<file path="src/hdl/rc_adc_pkg.sv">
// Purpose: Shared constants and lookups for the dual-counter RC converter block.
// Assumes: Byte-wide registers, one per 32-bit Wishbone word, index times four.
// Operation
// - Converter bit one picks timer or converter
// - Two independent sixteen-bit up counters
// - Reference clock from system, divide-four, rtc
// - Mode codes 000, 001, 010 pick sources
// - Measurement counts converter clock, reference internal
// - Bits seven-four pick the measurement source
// - Bit zero picks which overflow flags
// - Overflow select ignored in timer function
// - Run bit starts both counters in converter function, reference alone in timer
// - Converter overflow stops, clears run; timer overflow reloads, sets flag
// - Low write buffers, high write loads
// - High read latches low; low reads buffer
// - Counter registers refused while running
// - Converter bits three-two read zero
package rc_adc_pkg;
    localparam int DATA_W = 8;
    localparam int CNT_W = 16;
    localparam int INSTR_DIV = 4;
    localparam logic [1:0] DIV_LAST = 2'(INSTR_DIV - 1);

    // Register indices; byte address is index times four
    localparam logic [5:0] IDX_REF_LOW = 6'h20;
    localparam logic [5:0] IDX_REF_HIGH = 6'h21;
    localparam logic [5:0] IDX_TIMER_CTRL = 6'h22;
    localparam logic [5:0] IDX_MEAS_LOW = 6'h23;
    localparam logic [5:0] IDX_MEAS_HIGH = 6'h24;
    localparam logic [5:0] IDX_CONV_CTRL = 6'h25;
    localparam logic [5:0] IDX_IRQ_STATUS = 6'h26;
    localparam logic [5:0] IDX_IRQ_MASK = 6'h27;

    // Field positions
    localparam int CONV_OVF_SEL_BIT = 0;
    localparam int CONV_SELECT_BIT = 1;
    localparam int CONV_MODE_LSB = 4;
    localparam int TCTL_RUN_BIT = 4;
    localparam int TCTL_MODE_LSB = 5;
    localparam int IRQ_TIMER_BIT = 4;
    localparam logic [7:0] CONV_CTRL_WMASK = 8'hf3;
    localparam logic [7:0] IRQ_IMPL_MASK = 8'h10;

    // Reset values
    localparam logic [7:0] CONV_CTRL_RST = 8'h00;
    localparam logic [7:0] TCTL_RST = 8'h00;
    localparam logic [7:0] IRQ_STATUS_RST = 8'h00;
    localparam logic [7:0] IRQ_MASK_RST = 8'h00;
    localparam logic [15:0] CNT_RST = 16'h0000;

    // Reference clock modes
    localparam logic [2:0] REF_SYS = 3'h0;
    localparam logic [2:0] REF_DIV4 = 3'h1;
    localparam logic [2:0] REF_RTC = 3'h2;

    // Measurement modes
    localparam logic [3:0] MEAS_EXT_A = 4'h0;
    localparam logic [3:0] MEAS_RS_CS_A = 4'h1;
    localparam logic [3:0] MEAS_RT_CS_A = 4'h2;
    localparam logic [3:0] MEAS_CRT_CS_A = 4'h3;
    localparam logic [3:0] MEAS_RS_CRT_A = 4'h4;
    localparam logic [3:0] MEAS_RS_CS_B = 4'h5;
    localparam logic [3:0] MEAS_RT_CS_B = 4'h6;
    localparam logic [3:0] MEAS_EXT_B = 4'h7;

    // Analog switch lookups; bit 0 is the first switch of each group
    function automatic logic [2:0] ref_switches(input logic [2:0] mode);
        unique case (mode)
            REF_SYS: ref_switches = 3'h1;
            REF_DIV4: ref_switches = 3'h2;
            REF_RTC: ref_switches = 3'h4;
            default: ref_switches = 3'h0;
        endcase
    endfunction

    function automatic logic [9:0] meas_switches(input logic [3:0] mode);
        unique case (mode)
            MEAS_EXT_A: meas_switches = 10'h100;
            MEAS_RS_CS_A: meas_switches = 10'h109;
            MEAS_RT_CS_A: meas_switches = 10'h111;
            MEAS_CRT_CS_A: meas_switches = 10'h105;
            MEAS_RS_CRT_A: meas_switches = 10'h10a;
            MEAS_RS_CS_B: meas_switches = 10'h260;
            MEAS_RT_CS_B: meas_switches = 10'h2a0;
            MEAS_EXT_B: meas_switches = 10'h200;
            default: meas_switches = 10'h000;
        endcase
    endfunction
endpackage

</file>
<file path="src/hdl/edge_sync.sv">
// Purpose: Bring an external clock into the system domain, flag rising edges.
// Assumes: Input toggles well below half the system clock rate.
// Notes: Rise pulse lags the pin by about two cycles.
`timescale 1ns/1ps
module edge_sync (
    input wire logic clk,
    input wire logic rst_n,
    input wire logic async_in,
    output logic rise
);
    logic meta_q;
    logic sync_q;
    logic prev_q;

    // Two-stage synchroniser, then one stage for edge detection
    always_ff @(posedge clk) begin
        if (!rst_n) begin
            meta_q <= 1'b0;
            sync_q <= 1'b0;
            prev_q <= 1'b0;
        end else begin
            meta_q <= async_in;
            sync_q <= meta_q;
            prev_q <= sync_q;
        end
    end

    assign rise = sync_q & ~prev_q;
endmodule

</file>
<file path="src/hdl/up_counter.sv">
// Purpose: Loadable up counter with overflow and wrap value.
// Assumes: Load has priority over counting.
// Notes: Overflow is a pulse in the cycle the count passes all ones.
`timescale 1ns/1ps
module up_counter #(
    parameter int WIDTH = 16
) (
    input wire logic clk,
    input wire logic rst_n,
    input wire logic load,
    input wire logic [WIDTH-1:0] load_val,
    input wire logic inc,
    input wire logic [WIDTH-1:0] wrap_val,
    output logic [WIDTH-1:0] count_q,
    output logic ovf
);
    assign ovf = inc & (&count_q);

    // Count, wrap on overflow, or take a full parallel load
    always_ff @(posedge clk) begin
        if (!rst_n) begin
            count_q <= '0;
        end else if (load) begin
            count_q <= load_val;
        end else if (ovf) begin
            count_q <= wrap_val;
        end else if (inc) begin
            count_q <= count_q + 1'b1;
        end
    end
endmodule

</file>
<file path="src/hdl/rc_adc_dual_counter.sv">
// Purpose: RC converter control with reference and measurement counters.
// Assumes: Classic Wishbone slave, byte registers in data bits 7:0.
// Notes: Every access is acknowledged; refused ones read zero, write nothing.
//
// The Wishbone slave port was decided locally.
`timescale 1ns/1ps
module rc_adc_dual_counter #(
    parameter int ADR_W = 8
) (
    input wire logic clk,
    input wire logic rst_n,
    input wire logic wb_cyc_i,
    input wire logic wb_stb_i,
    input wire logic wb_we_i,
    input wire logic [ADR_W-1:0] wb_adr_i,
    input wire logic [3:0] wb_sel_i,
    input wire logic [31:0] wb_dat_i,
    output logic [31:0] wb_dat_o,
    output logic wb_ack_o,
    input wire logic rtc_tick,
    input wire logic ext_clock_in_a,
    input wire logic ext_clock_in_b,
    input wire logic osc_a_in,
    input wire logic osc_b_in,
    output logic [2:0] ref_switch_en,
    output logic [9:0] meas_switch_en,
    output logic irq
);
    import rc_adc_pkg::*;

    logic [7:0] conv_ctrl_q;
    logic [7:0] tctl_q;
    logic [7:0] irq_status_q;
    logic [7:0] irq_mask_q;
    logic [7:0] ref_buf_q;
    logic [7:0] meas_buf_q;
    logic [7:0] rd_data_d;
    logic [7:0] clr_bits;
    logic [31:0] dat_q;
    logic ack_q;
    logic [1:0] div_q;
    logic rtc_q;
    logic [2:0] ref_sw_q;
    logic [9:0] meas_sw_q;
    logic ref_tick;
    logic meas_src;
    logic meas_rise;
    logic [CNT_W-1:0] ref_count;
    logic [CNT_W-1:0] meas_count;
    logic [CNT_W-1:0] ref_wrap;
    logic ref_ovf;
    logic meas_ovf;

    // Bus decode; side effects happen only at the acknowledge edge
    logic req;
    logic acc;
    logic wr;
    logic rd;
    logic [5:0] idx;
    logic run;
    logic conv;
    logic cnt_reg;
    logic locked;
    logic [2:0] ref_mode;
    logic [3:0] meas_mode;
    assign req = wb_cyc_i & wb_stb_i;
    assign acc = req & ack_q;
    assign wr = acc & wb_we_i & wb_sel_i[0];
    assign rd = acc & ~wb_we_i;
    assign idx = wb_adr_i[7:2];
    assign run = tctl_q[TCTL_RUN_BIT];
    assign conv = conv_ctrl_q[CONV_SELECT_BIT];
    assign ref_mode = tctl_q[TCTL_MODE_LSB +: 3];
    assign meas_mode = conv_ctrl_q[CONV_MODE_LSB +: 4];
    assign cnt_reg = (idx == IDX_REF_LOW) || (idx == IDX_REF_HIGH) ||
                     (idx == IDX_MEAS_LOW) || (idx == IDX_MEAS_HIGH);
    assign locked = run & cnt_reg;

    // Free-running divider gives the instruction clock enable
    always_ff @(posedge clk) begin
        if (!rst_n) begin
            div_q <= 2'h0;
        end else begin
            div_q <= div_q + 2'h1;
        end
    end

    // Prescaler output arrives synchronous; only its rising edge counts
    always_ff @(posedge clk) begin
        if (!rst_n) begin
            rtc_q <= 1'b0;
        end else begin
            rtc_q <= rtc_tick;
        end
    end

    // Reference clock enable; unlisted modes leave the counter idle
    always_comb begin
        ref_tick = 1'b0;
        unique case (ref_mode)
            REF_SYS: ref_tick = 1'b1;
            REF_DIV4: ref_tick = (div_q == DIV_LAST);
            REF_RTC: ref_tick = rtc_tick & ~rtc_q;
            default: ref_tick = 1'b0;
        endcase
    end

    // Measurement source; changing mode mid-run can inject one false edge
    always_comb begin
        meas_src = 1'b0;
        unique case (meas_mode)
            MEAS_EXT_A: meas_src = ext_clock_in_a;
            MEAS_RS_CS_A, MEAS_RT_CS_A, MEAS_CRT_CS_A, MEAS_RS_CRT_A: meas_src = osc_a_in;
            MEAS_RS_CS_B, MEAS_RT_CS_B: meas_src = osc_b_in;
            MEAS_EXT_B: meas_src = ext_clock_in_b;
            default: meas_src = 1'b0;
        endcase
    end

    edge_sync u_meas_sync (
        .clk(clk),
        .rst_n(rst_n),
        .async_in(meas_src),
        .rise(meas_rise)
    );

    // Counter controls; the two counters never share a clock source
    logic ref_inc;
    logic meas_inc;
    logic ref_load;
    logic meas_load;
    logic conv_stop;
    logic flag_set;
    assign ref_inc = run & ref_tick;
    assign meas_inc = run & conv & meas_rise;
    assign ref_load = wr & ~run & (idx == IDX_REF_HIGH);
    assign meas_load = wr & ~run & (idx == IDX_MEAS_HIGH);
    // Timer function reloads from the measurement word used as preload
    assign ref_wrap = conv ? CNT_RST : meas_count;
    assign conv_stop = conv & (ref_ovf | meas_ovf);
    // Overflow select only matters in converter function
    assign flag_set = conv ? (conv_ctrl_q[CONV_OVF_SEL_BIT] ? meas_ovf : ref_ovf)
                           : ref_ovf;

    up_counter #(.WIDTH(CNT_W)) u_ref_cnt (
        .clk(clk),
        .rst_n(rst_n),
        .load(ref_load),
        .load_val({wb_dat_i[7:0], ref_buf_q}),
        .inc(ref_inc),
        .wrap_val(ref_wrap),
        .count_q(ref_count),
        .ovf(ref_ovf)
    );

    up_counter #(.WIDTH(CNT_W)) u_meas_cnt (
        .clk(clk),
        .rst_n(rst_n),
        .load(meas_load),
        .load_val({wb_dat_i[7:0], meas_buf_q}),
        .inc(meas_inc),
        .wrap_val(CNT_RST),
        .count_q(meas_count),
        .ovf(meas_ovf)
    );

    // Low byte buffers: written by software, or latched by a high read
    always_ff @(posedge clk) begin
        if (!rst_n) begin
            ref_buf_q <= 8'h00;
            meas_buf_q <= 8'h00;
        end else if (acc && !locked) begin
            if (wr && idx == IDX_REF_LOW) begin
                ref_buf_q <= wb_dat_i[7:0];
            end
            if (rd && idx == IDX_REF_HIGH) begin
                ref_buf_q <= ref_count[7:0];
            end
            if (wr && idx == IDX_MEAS_LOW) begin
                meas_buf_q <= wb_dat_i[7:0];
            end
            if (rd && idx == IDX_MEAS_HIGH) begin
                meas_buf_q <= meas_count[7:0];
            end
        end
    end

    // Timer control; an overflow stop beats a same-cycle write
    always_ff @(posedge clk) begin
        if (!rst_n) begin
            tctl_q <= TCTL_RST;
        end else begin
            if (wr && idx == IDX_TIMER_CTRL) begin
                tctl_q <= wb_dat_i[7:0];
            end
            if (conv_stop) begin
                tctl_q[TCTL_RUN_BIT] <= 1'b0;
            end
        end
    end

    // Converter control; bits 3:2 are not stored
    always_ff @(posedge clk) begin
        if (!rst_n) begin
            conv_ctrl_q <= CONV_CTRL_RST;
        end else if (wr && idx == IDX_CONV_CTRL) begin
            conv_ctrl_q <= wb_dat_i[7:0] & CONV_CTRL_WMASK;
        end
    end

    // Sticky flag, write one to clear; a new overflow beats the clear
    assign clr_bits = (wr && idx == IDX_IRQ_STATUS) ? wb_dat_i[7:0] : 8'h00;
    always_ff @(posedge clk) begin
        if (!rst_n) begin
            irq_status_q <= IRQ_STATUS_RST;
        end else begin
            irq_status_q <= ((irq_status_q & ~clr_bits) |
                             ({7'h00, flag_set} << IRQ_TIMER_BIT)) & IRQ_IMPL_MASK;
        end
    end

    always_ff @(posedge clk) begin
        if (!rst_n) begin
            irq_mask_q <= IRQ_MASK_RST;
        end else if (wr && idx == IDX_IRQ_MASK) begin
            irq_mask_q <= wb_dat_i[7:0] & IRQ_IMPL_MASK;
        end
    end

    assign irq = |(irq_status_q & irq_mask_q);

    // Read mux; a locked counter register reads as zero
    always_comb begin
        rd_data_d = 8'h00;
        unique case (idx)
            IDX_REF_LOW: rd_data_d = ref_buf_q;
            IDX_REF_HIGH: rd_data_d = ref_count[15:8];
            IDX_TIMER_CTRL: rd_data_d = tctl_q;
            IDX_MEAS_LOW: rd_data_d = meas_buf_q;
            IDX_MEAS_HIGH: rd_data_d = meas_count[15:8];
            IDX_CONV_CTRL: rd_data_d = conv_ctrl_q;
            IDX_IRQ_STATUS: rd_data_d = irq_status_q;
            IDX_IRQ_MASK: rd_data_d = irq_mask_q;
            default: rd_data_d = 8'h00;
        endcase
        if (locked) begin
            rd_data_d = 8'h00;
        end
    end

    // One-wait-state acknowledge with registered read data
    always_ff @(posedge clk) begin
        if (!rst_n) begin
            ack_q <= 1'b0;
            dat_q <= 32'h0000_0000;
        end else if (req && !ack_q) begin
            ack_q <= 1'b1;
            dat_q <= {24'h00_0000, rd_data_d};
        end else begin
            ack_q <= 1'b0;
        end
    end

    assign wb_ack_o = ack_q;
    assign wb_dat_o = dat_q;

    // Analog switches are released outside converter function
    always_ff @(posedge clk) begin
        if (!rst_n) begin
            ref_sw_q <= 3'h0;
            meas_sw_q <= 10'h000;
        end else begin
            ref_sw_q <= conv ? ref_switches(ref_mode) : 3'h0;
            meas_sw_q <= conv ? meas_switches(meas_mode) : 10'h000;
        end
    end

    assign ref_switch_en = ref_sw_q;
    assign meas_switch_en = meas_sw_q;
endmodule

</file>
<file path="config.mk">
export PLATFORM = sky130hd
export DESIGN_NAME = rc_adc_dual_counter
export DESIGN_NICKNAME = d
export VERILOG_FILES = /design/src/hdl/rc_adc_pkg.sv /design/src/hdl/edge_sync.sv /design/src/hdl/up_counter.sv /design/src/hdl/rc_adc_dual_counter.sv
export SDC_FILE = /design/constraint.sdc
export NUM_CORES = 1
export LEC_CHECK = 0
export ABC_CLOCK_PERIOD_IN_PS = 6620
export BUFFER_PORTS_ARGS = -buffer_cell sky130_fd_sc_hd__buf_2
export CAP_MARGIN = 40
export CORE_UTILIZATION = 27
export CTS_BUF_LIST = sky130_fd_sc_hd__clkbuf_8
export CTS_CLUSTER_SIZE = 30
export DETAILED_ROUTE_END_ITERATION = 10
export PLACE_DENSITY_LB_ADDON = 0.2
export SLEW_MARGIN = 40
export SYNTH_ARGS = -nofsm -noshare
export SYNTH_HDL_FRONTEND = slang
export SYNTH_SLANG_ARGS = --single-unit
export TNS_END_PERCENT = 5
</file>
<file path="constraint.sdc">
create_clock -name clk -period 6.62 [get_ports clk]
set_clock_uncertainty 0.1 [all_clocks]
set_input_delay 1.324 -clock clk [delete_from_list [all_inputs] [get_ports clk]]
set_output_delay 1.324 -clock clk [all_outputs]
set_load 0.05 [all_outputs]
</file>
==> metrics.csv <==
metric;value;unit
leakagePower;1.957;nW
rows;49;
clk_path_buf_depth;2;
cts_hold_buf;0;
worstMarginPinSlew;0.7612;ns
grt_start_max_net_pins;54;
start_kind;input pin;
hp-class;register to register;
synthFlopType;dfxtp_1;
yosysTopAreaCell;dfxtp_1;
ys_ff_latch;92;
status;completed;
crit_chain;buf_2 > nor2_1 > nand4b_1 > a21boi_2 > nor2_1 > a211oi_1;
dr_wl_met2;7232;µm
wl_met3;1071;µm
cts_tree;yes;
cp.arrival;3.45;ns
insertion_delay;0.37;ns
slew_viol_final;0;
cts_made_buffers;9;
drtIter0Drc;518;
rsz0062_at_grt;false;
grt_overflow;0;
gp_congestion;0.8794;
slowest_stage;a21boi_2;
area_delta_synth_final;10.96;%
postCtsSetupRepairBufs;0;
critPathMostFrequentCell;nor2_1;
utilization;0.3061;
end_kind;register;
final_antenna_net_count;0;
postSynthCellCount;566;
synth_common_cells;dfxtp_1 (92), nor2_1 (52), nand2_1 (34);
htree_levels;3;
clk_pin_slew;0.09;ns
fp.dieArea;0.01890;mm²
synth_most_common_cell;dfxtp_1;
vias;4514;
die_h;137.5;µm
routed_wl;16290;µm
grt_usage;0.1790;
start_util;0.2758;
power_per_cell_area;187.5;mW/mm²
setup_tns;0;ns
wirelength_met1;7189;µm
viasPerCell;5.452;
cts.sinks;92;
first_global_vias;4205;
max_cap_violations;0;
slowest_delay;0.75;ns
grt_pass1_wl;24830;µm
ir_worst_vdd;0.08040;mV
synthTopCellsByArea;dfxtp_1 (37%), mux2i_1 (6.7%), a22oi_1 (4.5%), buf_4 (4.2%), nor2_1 (3.9%);
hold_viol_final;0;
post-route-period-util;0.4942;
cts-root-buf;clkbuf_8;
fmax;0.3057;GHz
first_pass_iters;5;
antenna_found_initial;0;
setup_viol;0;
ys_seq_area_frac;0.3717;
syn_area;0.004955;mm²
fin_nets;657;
post_cts_resized;0;
required;6.80;ns
path_max_fanout;16;
place_hpwl;11840;µm
synth.avg_cell_area;8.754;µm²
highest_layer;met4;
n_antenna_cell;0;
ioPinCount;101;
portBuffers;47;
yosysUniqueCellTypes;66;
synth-edff-count;0;
min_period;3.271;ns
yosysWarnings;0;
wl_per_cell;19.68;µm
die_x;137.5;µm
drive_gt1_frac;0.1436;
worstSetupPathType;input pin to register;
synth_top_area_frac;0.3717;
async_reset_ff_frac;0;
drc;0;
maxSlewHeadroom;0.4898;
core;0.01796;mm²
==> sequential cells by signal, summed over array words and instances, names as in the netlist, 2 cells and up <==
register / cells
meas_buf_q: 8
conv_ctrl_q: 6
ref_buf_q: 8
div_q: 2
u_meas_cnt.count_q: 16
tctl_q: 8
u_ref_cnt.count_q: 16
meas_switch_en: 10
ref_switch_en: 3
wb_dat_o: 8
==> worst paths after layout <==
kind | from | end | slack (ns) | cells after the start
setup / recovery | wb_adr_i[3] | ref_buf_q[1] | 3.35 | 6
hold reg to reg | div_q[0] | div_q[0] | 0.32 | 1
setup reg to reg | u_ref_cnt.count_q[0] | u_ref_cnt.count_q[9] | 3.92 | 6
hold / removal | div_q[0] | div_q[0] | 0.32 | 1
==> cell type report <==
| class | instances | area, µm² |
|---|---|---|
| well taps | 229 | 286.5 |
| inverters | 9 | 33.78 |
| clock buffers | 11 | 151.4 |
| multi-input cells | 431 | 2861 |
| fillers | 1899 | 12470 |
| repair buffers | 52 | 272.8 |
| clock inverters | 4 | 50.05 |
| flip-flops and latches | 92 | 1842 |
==> critical path, delay by kind of cell <==
kind                   cells  cell delay [ns]
buffers and inverters      1             0.15
AND/OR/NAND/NOR            3             0.99
AO/OA/AOI/OAI              2             0.99
==> stage by stage <==
stage	power, mW	instance area (µm²)	instances	setup WS (ns)	hold slack [ns]
2_1_floorplan	0.6331	5041	589	3.546	0.2992
3_3_place_gp	0.6467	5275	812	2.841	0.3070
3_5_place_dp	0.6470	5289	812	2.863	0.3135
4_1_cts	1.045	5490	827	3.258	0.3264
5_1_grt	1.069	5498	828	3.109	0.3456
6_report	1.031	5498	828	3.349	0.3236
==> routing by layer <==
| layer | vias up | global-route usage |
|---|---|---|
| li1 | 2123 | - |
| met1 | 2142 | 0.2314 |
| met2 | 198 | 0.2772 |
| met3 | 51 | 0.02575 |
| met4 | 0 | 0.1154 |
| met5 | - | 0 |
==> cells by family (layout without fill, tap and decap cells) <==
group | after synthesis | in the layout | share of synthesized area
AOI/OAI and AO/OA | 149 | 149 | 0.2159
xor gates and xnor gates | 17 | 17 | 0.03005
adders and majority gates | 8 | 8 | 0.02020
and+or+nand+nor | 196 | 196 | 0.2134
buffers and inverters | 66 | 76 | 0.07222
DFF | 92 | 92 | 0.3717
muxes | 37 | 37 | 0.07576
other | 1 | 24 | 0.0007568
==> where the power goes <==
group	switching [mW]	leakage (nW)	internal, mW
combinational	0.0646	1.11	0.0141
clock	0.203	0.103	0.193
sequential	0.00107	0.742	0.555
total	0.269	1.96	0.762
==> placed cells by master, fill, tap and decap left out, types with 3 or more instances in the layout <==
cell type / n
a222oi_1: 4
o22ai_1: 5
xnor2_1: 10
nand2b_1: 7
ha_1: 8
nor3_1: 10
and2_1: 11
nand2_1: 34
dfxtp_1: 92
a211oi_1: 21
nor2b_1: 4
or3_1: 6
buf_2: 47
mux2_2: 4
o21ai_0: 8
mux2i_1: 33
conb_1: 24
a31oi_1: 16
inv_1: 9
nor2_1: 51
a22oi_1: 30
clkbuf_8: 11
buf_4: 5
nand3_1: 25
nor3b_1: 4
a22o_1: 7
nand4_1: 11
a21oi_1: 22
a21o_1: 8
xor2_1: 7
o21a_1: 3
and4_1: 5
and3_1: 8
a221oi_1: 3
(Power assumes the default switching activity.)
